==> src/pkg/rvc_consts.vh <==
// Constants for the reset and vector control block
// Notes on behaviour
// - 23 interrupt sources plus reset, distinct vectors
// - Take source only with own and global enable
// - Reset at 0000, sources two words apart
// - Lowest vector address wins; reset first
// - Reset pin low beyond 50 ns resets
// - Enabled watchdog timeout resets the device
// - Reset restores registers except status, restarts 0000
// - After pin release, hold until timeout elapses
// - Power-on held for selected watchdog-oscillator period
// - Codes 01/10/11 give 512/4K/16K oscillator cycles
// - Code 00 releases after 5 CPU cycles
// - Fuse value zero means programmed
// - Watchdog reset pulse lasts one clock cycle
// - Timeout starts on watchdog pulse falling edge
// - Pin held low extends power-on reset
// - Power-on sets flag; other resets keep it
// - External reset sets flag; watchdog keeps it
// - Interrupt entry clears global enable and flag
`ifndef RVC_CONSTS_VH
`define RVC_CONSTS_VH
`define RVC_NUM_IRQ        23
`define RVC_VEC_RESET      16'h0000
`define RVC_VEC_STEP       16'h0002
`define RVC_SUT_FAST       2'h0
`define RVC_SUT_512        2'h1
`define RVC_SUT_4K         2'h2
`define RVC_SUT_16K        2'h3
`define RVC_CYC_512        15'h0200
`define RVC_CYC_4K         15'h1000
`define RVC_CYC_16K        15'h4000
`define RVC_CYC_FAST       15'h0005
`define RVC_PIN_MIN_NS     50
`define RVC_CLK_PERIOD_NS  25
`define RVC_PIN_MIN_CYC    ((`RVC_PIN_MIN_NS + `RVC_CLK_PERIOD_NS - 1) / `RVC_CLK_PERIOD_NS)
`endif
==> src/logic/rvc_prio_enc.v <==
// Priority encoder from pending enabled sources to vector address
`timescale 1ns/1ps
`default_nettype none
`include "rvc_consts.vh"
module rvc_prio_enc #(
    parameter N = 23
) (
    input  wire [N-1:0] req,
    output reg          any,
    output reg  [4:0]   idx,
    output reg  [15:0]  vec
);
    integer i;
    always @* begin
        any = 1'b0;
        idx = 5'h00;
        // Downward scan so the lowest index is last written
        for (i = N - 1; i >= 0; i = i - 1) begin
            if (req[i]) begin
                any = 1'b1;
                idx = i[4:0];
            end
        end
        vec = `RVC_VEC_RESET + `RVC_VEC_STEP * {11'h000, idx + 5'h01};
    end
endmodule // rvc_prio_enc
`default_nettype wire

==> src/logic/rvc_reset_vector.v <==
// Reset sequencer and interrupt vector selection
`timescale 1ns/1ps
`default_nettype none
`include "rvc_consts.vh"
module rvc_reset_vector #(
    parameter N_IRQ       = `RVC_NUM_IRQ,
    parameter CYC_512     = `RVC_CYC_512,
    parameter CYC_4K      = `RVC_CYC_4K,
    parameter CYC_16K     = `RVC_CYC_16K
) (
    input  wire             clk,
    input  wire             sys_rst,
    input  wire             power_on_det,
    input  wire             reset_pin_n,
    input  wire             wdt_enable,
    input  wire             wdt_expire,
    input  wire             wdt_osc_tick,
    input  wire [1:0]       startup_time_fuse,
    input  wire             flag_clear_power_on,
    input  wire             flag_clear_external,
    input  wire [N_IRQ-1:0] irq_flag,
    input  wire [N_IRQ-1:0] irq_enable,
    input  wire             global_ie_set,
    input  wire             global_ie_clear,
    input  wire             irq_ack,
    output reg              cpu_rst,
    output reg              io_rst,
    output reg              wdt_rst_pulse,
    output reg              power_on_flag,
    output reg              external_reset_flag,
    output reg              global_ie,
    output reg              irq_take,
    output reg  [15:0]      vector_addr,
    output reg  [N_IRQ-1:0] irq_flag_clear
);
    localparam ST_RUN  = 2'h0;
    localparam ST_HOLD = 2'h1;
    localparam ST_TIME = 2'h2;
    localparam PIN_CYC = `RVC_PIN_MIN_CYC;

    reg [1:0]  state_reg;
    reg [1:0]  state_next;
    reg [14:0] cnt_reg;
    reg [14:0] limit;
    reg [2:0]  low_cnt_reg;
    reg        pin_rst;
    reg        wdt_pulse_d;
    reg        wdt_expire_d;
    reg        fast_sel;
    reg [4:0]  take_idx_reg;

    wire             enc_any;
    wire [4:0]       enc_idx;
    wire [15:0]      enc_vec;
    wire [N_IRQ-1:0] pending;
    wire             hold_src;
    wire             tick;
    wire             run_next;
    wire             ack_hit;

    // Fuse bits are active-low programmed; code read as printed
    always @* begin
        fast_sel = (startup_time_fuse == `RVC_SUT_FAST);
        case (startup_time_fuse)
            `RVC_SUT_512: begin
                limit = CYC_512[14:0];
            end
            `RVC_SUT_4K: begin
                limit = CYC_4K[14:0];
            end
            `RVC_SUT_16K: begin
                limit = CYC_16K[14:0];
            end
            default: begin
                limit = `RVC_CYC_FAST;
            end
        endcase
    end

    // Pin low filter: two low samples cover the minimum width
    always @(posedge clk) begin
        if (sys_rst) begin
            low_cnt_reg <= 3'h0;
            pin_rst     <= 1'b0;
        end else if (reset_pin_n) begin
            low_cnt_reg <= 3'h0;
            pin_rst     <= 1'b0;
        end else if (low_cnt_reg < PIN_CYC[2:0] - 3'h1) begin
            low_cnt_reg <= low_cnt_reg + 3'h1;
        end else begin
            pin_rst <= 1'b1;
        end
    end

    // Edge of expiry only, so a held level fires once
    always @(posedge clk) begin
        if (sys_rst) begin
            wdt_expire_d  <= 1'b0;
            wdt_rst_pulse <= 1'b0;
            wdt_pulse_d   <= 1'b0;
        end else begin
            wdt_expire_d  <= wdt_expire;
            wdt_rst_pulse <= wdt_enable & wdt_expire & ~wdt_expire_d;
            wdt_pulse_d   <= wdt_rst_pulse;
        end
    end

    // Any hold source keeps the sequencer waiting
    assign hold_src = power_on_det | pin_rst | wdt_rst_pulse;
    assign tick     = fast_sel | wdt_osc_tick;
    assign run_next = (state_next == ST_RUN);

    always @* begin
        state_next = state_reg;
        case (state_reg)
            ST_RUN: begin
                if (hold_src)
                    state_next = ST_HOLD;
            end
            ST_HOLD: begin
                if (!hold_src && !wdt_pulse_d && reset_pin_n)
                    state_next = ST_TIME;
                else if (!hold_src && wdt_pulse_d)
                    state_next = ST_TIME;
            end
            ST_TIME: begin
                if (hold_src)
                    state_next = ST_HOLD;
                else if (tick && cnt_reg >= limit - 15'h0001)
                    state_next = ST_RUN;
            end
            default: begin
                state_next = ST_HOLD;
            end
        endcase
    end

    always @(posedge clk) begin
        if (sys_rst) begin
            state_reg <= ST_HOLD;
            cnt_reg   <= 15'h0000;
            cpu_rst   <= 1'b1;
            io_rst    <= 1'b1;
        end else begin
            state_reg <= state_next;
            if (state_reg != ST_TIME || state_next != ST_TIME)
                cnt_reg <= 15'h0000;
            else if (tick)
                cnt_reg <= cnt_reg + 15'h0001;
            cpu_rst <= ~run_next;
            io_rst  <= (state_next == ST_HOLD);
        end
    end

    // Reset cause flags survive every reset except sys_rst; power-on leaves the external flag as it was
    always @(posedge clk) begin
        if (power_on_det) begin
            power_on_flag <= 1'b1;
        end else if (sys_rst) begin
            power_on_flag <= 1'b1;
        end else if (flag_clear_power_on) begin
            power_on_flag <= 1'b0;
        end
        if (sys_rst) begin
            external_reset_flag <= 1'b0;
        end else if (pin_rst) begin
            external_reset_flag <= 1'b1;
        end else if (flag_clear_external) begin
            external_reset_flag <= 1'b0;
        end
    end

    assign pending = irq_flag & irq_enable & {N_IRQ{global_ie}};

    rvc_prio_enc #(
        .N   (N_IRQ)
    ) u_enc (
        .req (pending),
        .any (enc_any),
        .idx (enc_idx),
        .vec (enc_vec)
    );

    // Acknowledge of the presented request is the entry point
    assign ack_hit = irq_ack & irq_take;

    // Vector and its index stand while a request is presented
    always @(posedge clk) begin
        if (sys_rst || io_rst) begin
            vector_addr  <= `RVC_VEC_RESET;
            take_idx_reg <= 5'h00;
        end else if (!run_next) begin
            vector_addr  <= `RVC_VEC_RESET;
            take_idx_reg <= 5'h00;
        end else if (!irq_take) begin
            vector_addr  <= enc_vec;
            take_idx_reg <= enc_idx;
        end
    end

    always @(posedge clk) begin
        if (sys_rst || io_rst) begin
            global_ie <= 1'b0;
        end else if (ack_hit) begin
            global_ie <= 1'b0;
        end else if (global_ie_clear) begin
            global_ie <= 1'b0;
        end else if (global_ie_set) begin
            global_ie <= 1'b1;
        end
    end

    // Clear pulse names the source whose vector was taken
    always @(posedge clk) begin
        if (sys_rst || io_rst) begin
            irq_take       <= 1'b0;
            irq_flag_clear <= {N_IRQ{1'b0}};
        end else begin
            irq_take       <= enc_any & run_next & ~ack_hit;
            irq_flag_clear <= {N_IRQ{1'b0}};
            if (ack_hit)
                irq_flag_clear[take_idx_reg] <= 1'b1;
        end
    end
endmodule // rvc_reset_vector
`default_nettype wire

==> config.mk <==
export PLATFORM = sky130hd
export DESIGN_NAME = rvc_reset_vector
export DESIGN_NICKNAME = d
export VERILOG_FILES = /design/src/logic/rvc_prio_enc.v /design/src/logic/rvc_reset_vector.v
export VERILOG_INCLUDE_DIRS = /design/src /design/src/pkg
export SDC_FILE = /design/constraint.sdc
export NUM_CORES = 1
export LEC_CHECK = 0
export BUFFER_PORTS_ARGS = -buffer_cell sky130_fd_sc_hd__buf_2
export CAP_MARGIN = 10
export CORE_MARGIN = 5
export CORE_UTILIZATION = 45
export CTS_BUF_LIST = sky130_fd_sc_hd__clkbuf_16
export DETAILED_ROUTE_END_ITERATION = 8
export GPL_TIMING_DRIVEN = 0
export PLACE_DENSITY = 0.76
export SYNTH_ARGS = -nofsm -noshare
export SYNTH_HDL_FRONTEND = slang
export SYNTH_SLANG_ARGS = --single-unit
export TNS_END_PERCENT = 10
==> constraint.sdc <==
create_clock -name clk -period 2.4 [get_ports clk]
set_input_delay 0.36 -clock clk [delete_from_list [all_inputs] [get_ports clk]]
set_output_delay 0.36 -clock clk [all_outputs]
set_load 0.01 [all_outputs]
# --- Word level (Yosys, flattened, before mapping) ---
# Cells that the tools add are included.
classes:
  n_shift: 0
  bitwise_logic: 13
  muxes: 57
  n_div: 0
  n_reduce_logical: 19
  magnitude_cmp: 4
  n_eq_ne: 8
  addsub: 4
  n_mul: 0
op_table:
  columns: ["op", "n"]
  rows:
  - ["2-to-1 mux 5 bit", 23]
  - ["bitwise AND 23 bit", 2]
  - ["one-hot mux 15 bit (3 select lines)", 1]
  - ["2-to-1 mux 1 bit", 26]
  - ["adder 15 x 1 -> 15 bit (second input constant)", 1]
  - ["greater-or-equal comparator 15 bit", 1]
  - ["subtractor 15 x 1 -> 15 bit (second input constant)", 1]
  - ["2-to-1 mux 2 bit", 5]
  - ["OR reduction 2 bit", 5]
  - ["== test 2 x 1 -> 1 bit (second input constant)", 3]
  - ["== test 2 bit (second input constant)", 3]
  - ["zero test 2 bit", 3]
  - ["< comparator 5 x 6 -> 1 bit (second input constant)", 1]
  - ["one-hot mux 2 bit (3 select lines)", 1]
  - ["adder 5 x 1 -> 5 bit (second input constant)", 1]
  - ["bitwise AND 1 bit", 5]
  - ["demux 1 bit (select 5 bit)", 1]
  - ["greater-or-equal comparator 5 x 1 -> 1 bit (second input constant)", 1]
  - ["logical AND 1 bit", 5]
  - ["inequality test 2 bit (second input constant)", 2]
  - ["adder 3 x 1 -> 3 bit (second input constant)", 1]
  - ["< comparator 3 x 1 -> 1 bit (second input constant)", 1]
  - ["NOT 1 bit", 3]
  - ["bitwise OR 1 bit", 3]
  - ["4 further kinds", 6]
word_totals:
  romBits: 0
  inputBits: 60
  word_cells: 121
  ram_bits: 0
  register_bits: 63
  mem_count: 0
  latch_bits: 0

# --- Depth between registers and ports, before layout ---
# Gate-level depths: netlist of the first run.
depth:
  depth_word: 27
  ltp_mapped: 11
  ltp_nobuf: 10

# --- Modules after synthesis ---
# Synthesis of the first run repeated with hierarchy kept, for this count alone.
unflattened:
  hier_cells: 402
  hier_area_um2: 3532.1
modules_own_cells:
  columns: ["mod", "cells_each", "area_each_um2", "n_inst"]
  rows:
  - ["rvc_reset_vector", 338, 3089.2, 1]
  - ["rvc_prio_enc", 64, 442.9, 1]

# --- Worst setup path after synthesis of the first run ---
# No wires, ideal clock.
synth_path:
  path_kind: "input to register"
  startpoint: "input port startup_time_fuse[1]"
  endpoint: "register cnt_reg[0]"
  path_slack_ps: -92
  arrival_time_ps: 2427
  n_path_buf: 1
  cell_stages: 10
  path_cell_list: "nor2_1 > ha_1 > a21o_1 > a21oi_1 > nor2b_1 > o41ai_1 > a31oi_1 > nand3b_1 > clkbuf_1 > nor2_1"
synth_between:
  elab_chain_len: 11
synth_lines:
  columns: ["item", "line_no", "rtl"]
  rows:
  - ["start: declaration", "rvc_reset_vector.v:18", "input wire [1:0] startup_time_fuse,"]
  - ["== test 2 bit or == test 2 x 1 -> 1 bit (tied branches)", "rvc_reset_vector.v:64", "case (startup_time_fuse)"]
  - ["one-hot mux 15 bit (3 select lines)", "rvc_reset_vector.v:64", null]
  - ["subtractor 15 x 1 -> 15 bit", "rvc_reset_vector.v:129", "else if (tick && cnt_reg >= limit - 15'h0001)"]
  - ["greater-or-equal comparator 15 bit", "rvc_reset_vector.v:129", null]
  - ["logical AND 1 bit", "rvc_reset_vector.v:129", null]
  - ["2-to-1 mux 2 bit", "rvc_reset_vector.v:129", null]
  - ["2-to-1 mux 2 bit", "rvc_reset_vector.v:127", "if (hold_src)"]
  - ["one-hot mux 2 bit (3 select lines)", "rvc_reset_vector.v:115", "case (state_reg)"]
  - ["inequality test 2 bit", "rvc_reset_vector.v:146", "if (state_reg != ST_TIME || state_next != ST_TIME)"]
  - ["logical OR 1 bit", "rvc_reset_vector.v:146", null]
  - ["OR reduction 2 bit (no source line)", null, null]
  - ["end signal: assignment", "rvc_reset_vector.v:149", "cnt_reg <= cnt_reg + 15'h0001;"]
  - ["end: declaration", "rvc_reset_vector.v:43", "reg [14:0] cnt_reg;"]
# Several ways; a longest one is shown, not always the timed one.
# A chain may end at the register's enable or synchronous reset.

# --- Worst setup path after layout of the first run ---
layout_path:
  startpoint: "register cnt_reg[4]"
  endpoint: "register take_idx_reg[0]"
layout_between:
  elab_chain_len: 8
layout_lines:
  columns: ["item", "line_no", "rtl"]
  rows:
  - ["greater-or-equal comparator 15 bit", "rvc_reset_vector.v:129", null]
  - ["logical AND 1 bit", "rvc_reset_vector.v:129", null]
  - ["2-to-1 mux 2 bit", "rvc_reset_vector.v:129", null]
  - ["2-to-1 mux 2 bit", "rvc_reset_vector.v:127", null]
  - ["one-hot mux 2 bit (3 select lines)", "rvc_reset_vector.v:115", null]
  - ["zero test 2 bit", "rvc_reset_vector.v:111", "assign run_next = (state_next == ST_RUN);"]
  - ["NOT 1 bit (no source line)", null, null]
  - ["OR reduction 2 bit (no source line)", null, null]
  - ["end signal: assignment", "rvc_reset_vector.v:197", "take_idx_reg <= enc_idx;"]
  - ["end: declaration", "rvc_reset_vector.v:50", "reg [4:0] take_idx_reg;"]
# No other way between the ends.

==> run_results.csv, run 1 <==
group,metric,value,unit
die,coreArea,6390,sq um
place,place_congestion,0.795,
clocking,clk_pin_slew,0.05,ns
sta,relSlewSlack,0.607,
synth,synth_mux_area_frac,0.0169,
worst_setup_path,ff2ff_setup_slack,0.22,ns
clocking,cts_root_buf,"clkbuf_16",
synth,synth_warnings,0,
final_layout,num_antenna_cells,0,
synth,avgSynthCellArea,8.56,sq um
sta,period_share,0.910,
worst_setup_path,r2r-start,"cnt_reg[4]$_SDFFE_PP0P_",
worst_setup_path,cp-startpoint,"cnt_reg[4]$_SDFFE_PP0P_",
place,portBuffers,94,
die,pin_count,106,
flow_run,maxCapViolations,0,
synth,synth_xor_area_frac,0.0442,
clocking,worstSkewPairLatency,0.32,ns
min_path,hold_class,"in2reg",
clocking,ctsHoldBuffers,0,
worst_setup_path,critical_path_cell_count,9,
die,die_x,91.2,um
synth,ys_seq_area_frac,0.425,
synth,synth_flop_cell,"dfxtp_1",
route,finalWirelength,6540,um
clocking,cts_max_level,3,
worst_setup_path,worstSetupPathType,"reg2reg",
sta,hold_viol,0,
power,combPwrFrac,0.073,
final_layout,post-route-cell-area,3900,sq um
sta,final.setup_skew,0.00730,ns
power,netSwitchingFraction,0.212,
sta,min_period,2.18,ns
die,start_util,0.465,
grt,grt_start_max_net_pins,12,
worst_setup_path,critPathCapture,"take_idx_reg[0]$_SDFFE_PP0N_",
synth,synth_top_area_frac,0.425,
power,cellPowerDensity,632,nW/um^2
sta,max_freq,0.458,GHz
power,irDropWorstVdd,0.659,mV
clocking,cts_tree,"done",
outcome,outcome,"finished, final reports clean",
worst_setup_path,endpoint_kind,"flip-flop",
worst_setup_path,cp_max_fo,10,
synth,synthTopCellsByCount,"dfxtp_1 (63), nor2_1 (62), nand2_1 (43)",
route,first_pass_iters,4,
synth,ys_types,54,
worst_setup_path,critPathTopFamily,"compound AO/OA/AOI/OAI gates",
clocking,cts.sink_count,63,
worst_setup_path,cp_cell_sequence,"ha_1, nand3_1, o21bai_1, a21boi_1, o41ai_1, a31oi_1, o211ai_1, buf_4, nor3_1",
die,die_area,8320,sq um
synth,syn-cell-area,2970,sq um
synth,synth_top_family_by_area,"simple AND/OR/NAND/NOR gates",
grt,grt_pass1_wl,11200,um
route,wl_per_cell,11.9,um
power,leakage,0.00184,uW
synth,synth-seq-cells,63,
sta,maxSlewViolCount,0,
route,drtAntennaViolNets,0,
synth,synth_most_common_cell,"dfxtp_1",
clocking,clockBufferDepth,2,
power,clkPwrFrac,0.495,
die,fp-row-count,29,
worst_setup_path,cp_data_arrival_time,2.39,ns
worst_setup_path,rr_worst_depth,9,
sta,worstMarginPinSlew,0.585,ns
final_layout,fill_cells,565,
route,viasPerCell,4.91,
grt,grt-ovfl-total,0,
die,die_h,91.2,um
synth,synthCells,347,
final_layout,largest_reg_flops,23,
power,p_switching,522,uW
worst_setup_path,worstReg2RegEnd,"take_idx_reg[0]$_SDFFE_PP0N_",
synth,synth_compound_area_frac,0.140,
grt,antenna_found_initial,0,
final_layout,nets,542,
synth,async_flop_share,0,
sta,rsz0062_at_grt,"no",
final_layout,syn_to_final_growth,31.4,%
worst_setup_path,slowest_delay,0.41,ns
grt,grt_pass1_vias,2647,
final_layout,drive_gt1_frac,0.291,
worst_setup_path,crit_buf_inv,1,
place,postPlaceCellArea,3580,sq um
synth,synth_fa_ha_area_frac,0.0674,
place,dp_hpwl,5170,um
route,drt-initial-drc-count,76,
route,vias,2688,
grt,track_usage,0.162,
synth,synthSimpleGateAreaFrac,0.253,
power,power,2460,uW
power,p_int,1940,uW
worst_setup_path,startpoint_type,"flip-flop",
worst_setup_path,required,2.60,ns
power,seq_power_share,0.432,
final_layout,utilization,0.611,
worst_setup_path,slowest_stage,"dfxtp_1",
route,drc,0,
synth,synth_area_leaders,"dfxtp_1 (42%), nor2_1 (7.8%), ha_1 (6.7%)",
clocking,cts_buffers,9,
synth,synth_edf_count,0,
sta,setup_viol,0,
synth,yosysTopAreaCell,"dfxtp_1",
==> stage by stage <==
step,worst slack (ns),hold WS [ns],cells,setup TNS [ns]
2_1_floorplan,0.0581,0.437,357,0
3_3_place_gp,-0.512,0.453,528,-9.30
3_5_place_dp,-0.598,0.458,528,-11.25
4_1_cts,0.119,0.200,545,0
5_1_grt,0.00224,0.201,548,0
6_report,0.215,0.208,548,0
==> kinds of logic after synthesis <==
family,Yosys count
and+or+nand+nor,162
DFF,63
AOI/OAI and AO/OA,58
buffers and inverters,27
adders and majority gates,16
xor gates and xnor gates,15
muxes,5
other,1
==> layout by cell type (no fill, tap or decap), types with 4 or more instances in the layout <==
cell / count
a21oi_1: 12
nand4_1: 4
mux2i_1: 5
nor3_1: 7
nor2b_1: 7
o21ai_0: 6
ha_1: 16
conb_1: 11
xnor2_1: 4
nand3_1: 13
nand3b_1: 5
xor2_1: 11
inv_1: 11
clkbuf_16: 9
and3_1: 4
dfxtp_1: 63
a22o_1: 5
nand2_1: 43
buf_4: 15
nor2_1: 61
a31oi_1: 4
buf_2: 95
==> routing by layer <==
| layer | up-vias | track usage | routed length (um) |
|---|---|---|---|
| met2 | 72 | 0.266 | 3130 |
| met4 | 0 | 0.0587 | 89 |
| met1 | 1189 | 0.201 | 2950 |
| met3 | 7 | 0.0479 | 366 |
| met5 | - | 0 | 0 |
| li1 | 1420 | - | - |
==> power by group through the flow <==
stage	registers, uW	logic, uW	clock network [uW]
3_5_place_dp	1090	175	0
3_3_place_gp	1090	170	0
6_report	1060	181	1220
2_1_floorplan	1090	97.8	0
5_1_grt	1070	206	1300
4_1_cts	1060	177	1250
==> area by class of cell <==
type | count | area (sq um) | share of cell area
inverter | 10 | 37.5 | 0.00962
clock buffer | 9 | 225 | 0.0577
sequential | 63 | 1260 | 0.323
tap | 77 | 96.3 | 0.0247
timing repair buffer | 97 | 493 | 0.126
multi-input combinational | 268 | 1600 | 0.411
clock inverter | 7 | 65.1 | 0.0167
buffer | 17 | 119 | 0.0305
==> worst min-delay path by stage <==
stage                            start                       to  cells after the start
6_report               global_ie_clear   global_ie$_SDFFE_PP0P_                      2
4_1_cts                global_ie_clear   global_ie$_SDFFE_PP0P_                      2
5_1_grt                global_ie_clear   global_ie$_SDFFE_PP0P_                      2
3_3_place_gp   state_reg[0]$_SDFF_PP1_  state_reg[1]$_SDFF_PP0_                      2
3_5_place_dp   state_reg[0]$_SDFF_PP1_  state_reg[1]$_SDFF_PP0_                      2
2_1_floorplan          global_ie_clear   global_ie$_SDFFE_PP0P_                      1
==> timing repair <==
item	in CTS	in global routing
pin swaps	0	1
resized for setup	2	0
setup endpoints to repair	19	21
buffers inserted	1	2
gates cloned	0	1
No activity file was read; power rests on OpenSTA's default activity.
==> inputs of run 2 (changes only) <==
--- a/config.mk
+++ b/config.mk
@@ -9,11 +9,10 @@
 export BUFFER_PORTS_ARGS = -buffer_cell sky130_fd_sc_hd__buf_2
 export CAP_MARGIN = 10
 export CORE_MARGIN = 5
-export CORE_UTILIZATION = 45
-export CTS_BUF_LIST = sky130_fd_sc_hd__clkbuf_16
+export CORE_UTILIZATION = 50
 export DETAILED_ROUTE_END_ITERATION = 8
 export GPL_TIMING_DRIVEN = 0
-export PLACE_DENSITY = 0.76
+export PLACE_DENSITY = 0.8
 export SYNTH_ARGS = -nofsm -noshare
 export SYNTH_HDL_FRONTEND = slang
 export SYNTH_SLANG_ARGS = --single-unit
==> constraint.sdc (replaced) <==
create_clock -name clk -period 2.3 [get_ports clk]
set_input_delay 0.345 -clock clk [delete_from_list [all_inputs] [get_ports clk]]
set_output_delay 0.345 -clock clk [all_outputs]
set_load 0.01 [all_outputs]
==> run_results.csv, run 2 (synthesized netlist as in run 1, its figures left out) <==
group,metric,value,unit
final_layout,post-route-cell-area,3850,sq um
route,wl_per_cell,12.6,um
min_path,hold_class,"in2reg",
route,drc,0,
grt,grt_pass1_wl,11400,um
power,irDropWorstVdd,0.390,mV
sta,hold_viol,0,
grt,grt_start_max_net_pins,12,
die,fp-row-count,28,
place,place_congestion,0.819,
sta,hold-worst-slack,0.170,ns
final_layout,syn_to_final_growth,29.8,%
sta,worstMarginPinSlew,0.578,ns
sta,rsz0062_at_grt,"yes",
outcome,outcome,"finished, final reports clean",
power,leakage,0.00180,uW
place,postPlaceCellArea,3580,sq um
worst_setup_path,endpoint_kind,"flip-flop",
sta,tns,0,ns
min_path,hold_depth,2,
clocking,cts.sink_count,63,
grt,grt-ovfl-total,0,
grt,track_usage,0.188,
grt,antenna_found_initial,0,
place,dp_hpwl,5320,um
worst_setup_path,worstReg2RegEnd,"take_idx_reg[0]$_SDFFE_PP0N_",
worst_setup_path,ff2ff_setup_slack,0.13,ns
route,drtAntennaViolNets,0,
worst_setup_path,r2r-start,"cnt_reg[1]$_SDFFE_PP0P_",
final_layout,largest_reg_flops,23,
die,pin_count,106,
final_layout,final_cell_mix,"buf_2 (95), nor2_1 (61), dfxtp_1 (60)",
min_path,worstHoldStart,"global_ie_clear",
die,coreArea,5850,sq um
clocking,clockBufferDepth,2,
place,portBuffers,94,
final_layout,nets,543,
worst_setup_path,startpoint_type,"flip-flop",
clocking,cts_buffers,9,
die,start_util,0.507,
sta,setup_viol,0,
clocking,cts_root_buf,"clkbuf_8",
final_layout,num_antenna_cells,0,
die,die_area,7580,sq um
worst_setup_path,rr_worst_depth,9,
min_path,whs_endpoint,"global_ie$_SDFFE_PP0P_",
worst_setup_path,required,2.53,ns
sta,fin_ws,0.132,ns
place,dpl_worst_slack,-0.496,ns
power,power,2360,uW
sta,relSlewSlack,0.611,
grt,grt_pass1_vias,2656,
clocking,worstSkewPairLatency,0.34,ns
sta,min_period,2.17,ns
clocking,clk_pin_slew,0.07,ns
power,cellPowerDensity,613,nW/um^2
route,drt-initial-drc-count,65,
worst_setup_path,cp_max_fo,10,
final_layout,final_common_cell,"buf_2",
clocking,cts_max_level,3,
flow_run,maxCapViolations,0,
sta,maxSlewViolCount,0,
route,first_pass_iters,4,
worst_setup_path,cp_data_arrival_time,2.39,ns
die,die_h,87.1,um
route,vias,2760,
clocking,ctsHoldBuffers,0,
final_layout,drive_gt1_frac,0.301,
sta,final.setup_skew,0.00405,ns
sta,period_share,0.942,
clocking,cts_tree,"done",
die,die_x,87.1,um
route,viasPerCell,5.05,
sta,max_freq,0.461,GHz
worst_setup_path,worstSetupPathType,"reg2reg",
route,finalWirelength,6890,um
-- run 2: cell count changes in the layout (fill, tap and decap cells not counted) --
cell       change
bufinv_16      +1
dfxtp_1        -3
clkbuf_1       +1
clkbuf_16      -9
ha_1           -1
buf_4          +1
dfxtp_2        +3
ha_4           +1
clkbuf_8      +10
clkinv_2       -2
inv_1          -1
-- run 2: worst max path at each step --
stage	from	to	slack, ns	cells past startpoint
floorplan	startup_time_fuse[1]	cnt_reg[0]$_SDFFE_PP0P_	0.08	10
global placement	startup_time_fuse[1]	cnt_reg[14]$_SDFFE_PP0P_	-0.46	11
detailed placement	startup_time_fuse[1]	cnt_reg[12]$_SDFFE_PP0P_	-0.50	11
CTS	startup_time_fuse[1]	take_idx_reg[0]$_SDFFE_PP0N_	0.06	11
global route	cnt_reg[9]$_SDFFE_PP0P_	take_idx_reg[0]$_SDFFE_PP0N_	0.0003	9
finish	cnt_reg[1]$_SDFFE_PP0P_	take_idx_reg[0]$_SDFFE_PP0N_	0.13	9
-- run 2: repair_timing --
item,in CTS,in global routing
pin swaps,0,3
setup buffers,1,3
setup endpoints to repair,10,19
gates cloned,0,1
resized for setup,1,4
-- run 2: final cells by class --
| class | count | area, sq um |
|---|---|---|
| repair buffers | 98 | 500 |
| multi-input cells | 268 | 1620 |
| flip-flops and latches | 63 | 1260 |
| clock buffers | 11 | 141 |
| inverters | 10 | 37.5 |
| well taps | 75 | 93.8 |
| plain buffers | 17 | 119 |
| clock inverters | 5 | 81.3 |
| fillers | 488 | 2000 |
-- run 2: through the flow --
stage                     utilization  instances
after floorplan                     -        357
after global placement          0.612        526
after detailed placement        0.612        526
after CTS                       0.651        543
after global routing            0.659        547
final                           0.659        547
-- run 2: where the power goes --
group | internal (uW) | switching, uW | total [uW] | leakage, uW
logic | 96.2 | 95.5 | 192 | 0.00118
clock network | 640 | 423 | 1060 | 0.000110
registers | 1100 | 8.06 | 1110 | 0.000511
-- run 2: worst max-delay path, cell delays in order, from the launching register on --
cell and delay, ns:
dfxtp_1 0.34, ha_1 0.31, nor2b_1 0.13, o21bai_1 0.11, a21boi_1 0.07, o41ai_1 0.33
a31oi_1 0.18, o211ai_1 0.29, buf_4 0.22, nor3_1 0.07
-- run 2: per-layer routing --
| layer | global-route usage | vias up | wire length, um |
|---|---|---|---|
| li1 | - | 1429 | - |
| met1 | 0.216 | 1247 | 3010 |
| met2 | 0.324 | 76 | 3360 |
| met3 | 0.0653 | 8 | 457 |
| met4 | 0.0623 | 0 | 69 |
| met5 | 0 | - | 0 |
==> inputs of run 3 (changes only) <==
--- a/config.mk
+++ b/config.mk
@@ -9,11 +9,12 @@
 export BUFFER_PORTS_ARGS = -buffer_cell sky130_fd_sc_hd__buf_2
 export CAP_MARGIN = 10
 export CORE_MARGIN = 5
-export CORE_UTILIZATION = 50
+export CORE_UTILIZATION = 52
 export DETAILED_ROUTE_END_ITERATION = 8
 export GPL_TIMING_DRIVEN = 0
 export PLACE_DENSITY = 0.8
 export SYNTH_ARGS = -nofsm -noshare
 export SYNTH_HDL_FRONTEND = slang
+export SYNTH_HIERARCHICAL = 1
 export SYNTH_SLANG_ARGS = --single-unit
 export TNS_END_PERCENT = 10
==> run_results.csv, run 3 <==
group,metric,value,unit
clocking,cts_max_level,3,
grt,antenna_found_initial,0,
grt,grt_pass1_vias,3302,
sta,max_freq,0.425,GHz
sta,final.setup_skew,0.00758,ns
die,coreArea,6720,sq um
synth,synth_flop_cell,"dfxtp_1",
outcome,outcome,"finished, violations left",
synth,synth_top_area_frac,0.419,
synth,ys_seq_area_frac,0.419,
worst_setup_path,worstReg2RegEnd,"vector_addr[5]$_SDFFE_PP0N_",
min_path,hold_depth,2,
die,die_area,8540,sq um
final_layout,largest_reg_flops,23,
sta,min_period,2.35,ns
worst_setup_path,cp_data_arrival_time,2.63,ns
min_path,worstHoldStart,"global_ie_clear",
power,irDropWorstVdd,0.355,mV
place,place_congestion,0.876,
final_layout,final_cell_mix,"buf_2 (104), dfxtp_1 (72), nor2_1 (67)",
clocking,worstSkewPairLatency,0.34,ns
synth,syn-cell-area,3530,sq um
sta,worstMarginPinSlew,0.718,ns
route,viasPerCell,5.28,
die,start_util,0.526,
die,die_x,92.4,um
final_layout,fill_cells,549,
grt,track_usage,0.203,
die,pin_count,106,
sta,relSlewSlack,0.521,
worst_setup_path,r2r-start,"global_ie$_SDFFE_PP0P_",
synth,avgSynthCellArea,8.79,sq um
place,dp_hpwl,6280,um
synth,synth-seq-cells,74,
final_layout,num_antenna_cells,0,
final_layout,register_area,1490,sq um
sta,hold-worst-slack,0.163,ns
worst_setup_path,worstSetupPathType,"reg2reg",
min_path,whs_endpoint,"global_ie$_SDFFE_PP0P_",
power,power,2390,uW
route,drt-initial-drc-count,98,
power,cellPowerDensity,520,nW/um^2
synth,synth_most_common_cell,"dfxtp_1",
die,die_h,92.4,um
grt,grt_pass1_wl,14100,um
route,drc,0,
final_layout,final_common_cell,"buf_2",
final_layout,post-route-cell-area,4590,sq um
sta,maxSlewViolCount,0,
flow_run,maxCapViolations,0,
worst_setup_path,ff2ff_setup_slack,-0.05,ns
sta,hold_viol,0,
sta,period_share,1.02,
route,vias,3268,
clocking,cts_tree,"done",
power,leakage,0.00208,uW
grt,grt_start_max_net_pins,12,
synth,synth_warnings,6,
final_layout,drive_gt1_frac,0.341,
synth,ys_types,54,
route,wl_per_cell,13.6,um
min_path,hold_class,"in2reg",
place,postPlaceCellArea,4200,sq um
sta,fin_ws,-0.0506,ns
die,fp-row-count,30,
clocking,clk_pin_slew,0.07,ns
final_layout,nets,608,
worst_setup_path,required,2.58,ns
route,finalWirelength,8400,um
grt,grt-ovfl-total,0,
clocking,clockBufferDepth,2,
outcome,violations,"setup timing",
clocking,ctsHoldBuffers,0,
worst_setup_path,endpoint_kind,"flip-flop",
clocking,cts.sink_count,74,
final_layout,syn_to_final_growth,29.9,%
final_layout,multiInputGateArea,1990,sq um
synth,async_flop_share,0,
route,first_pass_iters,4,
synth,synth_edf_count,0,
worst_setup_path,startpoint_type,"flip-flop",
sta,setup_viol,3,
sta,rsz0062_at_grt,"yes",
worst_setup_path,cp_max_fo,8,
synth,yosysTopAreaCell,"dfxtp_1",
place,portBuffers,104,
synth,synthTopCellsByCount,"dfxtp_1 (74), nor2_1 (68), nor3_1 (27)",
clocking,cts_root_buf,"clkbuf_8",
synth,synth_area_leaders,"dfxtp_1 (42%), nor2_1 (7.2%), mux2i_1 (6.2%)",
route,drtAntennaViolNets,0,
worst_setup_path,rr_worst_depth,10,
clocking,cts_buffers,9,
worst_setup_path,cp-startpoint,"global_ie$_SDFFE_PP0P_",
synth,synthCells,402,
-- run 3: critical path: stages (launching register included) --
cell      delay, ns
dfxtp_4        0.39
buf_8          0.13
and3_4         0.15
nor3b_4        0.21
o221ai_2       0.13
a2111o_2       0.47
a211oi_4       0.31
ha_4           0.18
a31o_1         0.15
mux2i_1        0.07
nor2_1         0.10
-- run 3: through the flow --
| step | setup slack (ns) | std cells | util | TNS [ns] |
|---|---|---|---|---|
| 4_1_cts | -0.0229 | 618 | 0.672 | -0.0351 |
| 2_1_floorplan | 0.0183 | 412 | - | 0 |
| 3_3_place_gp | -0.318 | 596 | 0.626 | -6.84 |
| 5_1_grt | -0.159 | 619 | 0.683 | -0.584 |
| 6_report | -0.0506 | 619 | 0.683 | -0.105 |
| 3_5_place_dp | -0.351 | 596 | 0.626 | -9.22 |
-- run 3: how the worst max path moves through the flow --
stage,slack (ns),end,depth (start not counted)
3_3_place_gp,-0.32,vector_addr[5]$_SDFFE_PP0N_,10
3_5_place_dp,-0.35,vector_addr[5]$_SDFFE_PP0N_,10
5_1_grt,-0.16,vector_addr[5]$_SDFFE_PP0N_,10
6_report,-0.05,vector_addr[5]$_SDFFE_PP0N_,10
2_1_floorplan,0.02,cnt_reg[10]$_SDFFE_PP0P_,12
4_1_cts,-0.02,vector_addr[2]$_SDFFE_PP0N_,9
-- run 3: logic make-up after synthesis --
family / Yosys count / share of synthesized area
and+or+nand+nor: 198 / 0.290
muxes: 22 / 0.0623
AOI/OAI and AO/OA: 39 / 0.0790
DFF: 74 / 0.419
adders and majority gates: 12 / 0.0425
xor gates and xnor gates: 17 / 0.0422
buffers and inverters: 38 / 0.0623
other: 2 / 0.00213
-- run 3: repair_timing --
action | in CTS | in global routing
gates cloned | 1 | 0
setup buffers | 7 | 1
gates resized for setup | 19 | 15
pin swaps | 8 | 6
endpoints found under the setup margin | 6 | 30
-- run 3: area by class of cell --
cell class / count / area share
multi-input cells: 300 / 0.435
flip-flops and latches: 74 / 0.324
repair buffers: 113 / 0.129
plain buffers: 24 / 0.0406
clock buffers: 10 / 0.0278
well taps: 80 / 0.0218
inverters: 14 / 0.0125
clock inverters: 4 / 0.00981
-- run 3: per-layer routing --
metal	GRT usage	vias up	wire length [um]
li1	-	1643	-
met1	0.232	1514	3470
met2	0.347	92	4140
met3	0.0634	19	617
met4	0.0891	0	182
met5	0	-	0
-- run 3: power breakdown --
part	internal [uW]	switching (uW)	leakage [uW]	total (uW)
sequential	1290	7.62	0.000599	1300
clock	483	429	0.0000918	912
combinational	95.8	80.9	0.00139	177
total	1870	517	0.00208	2390
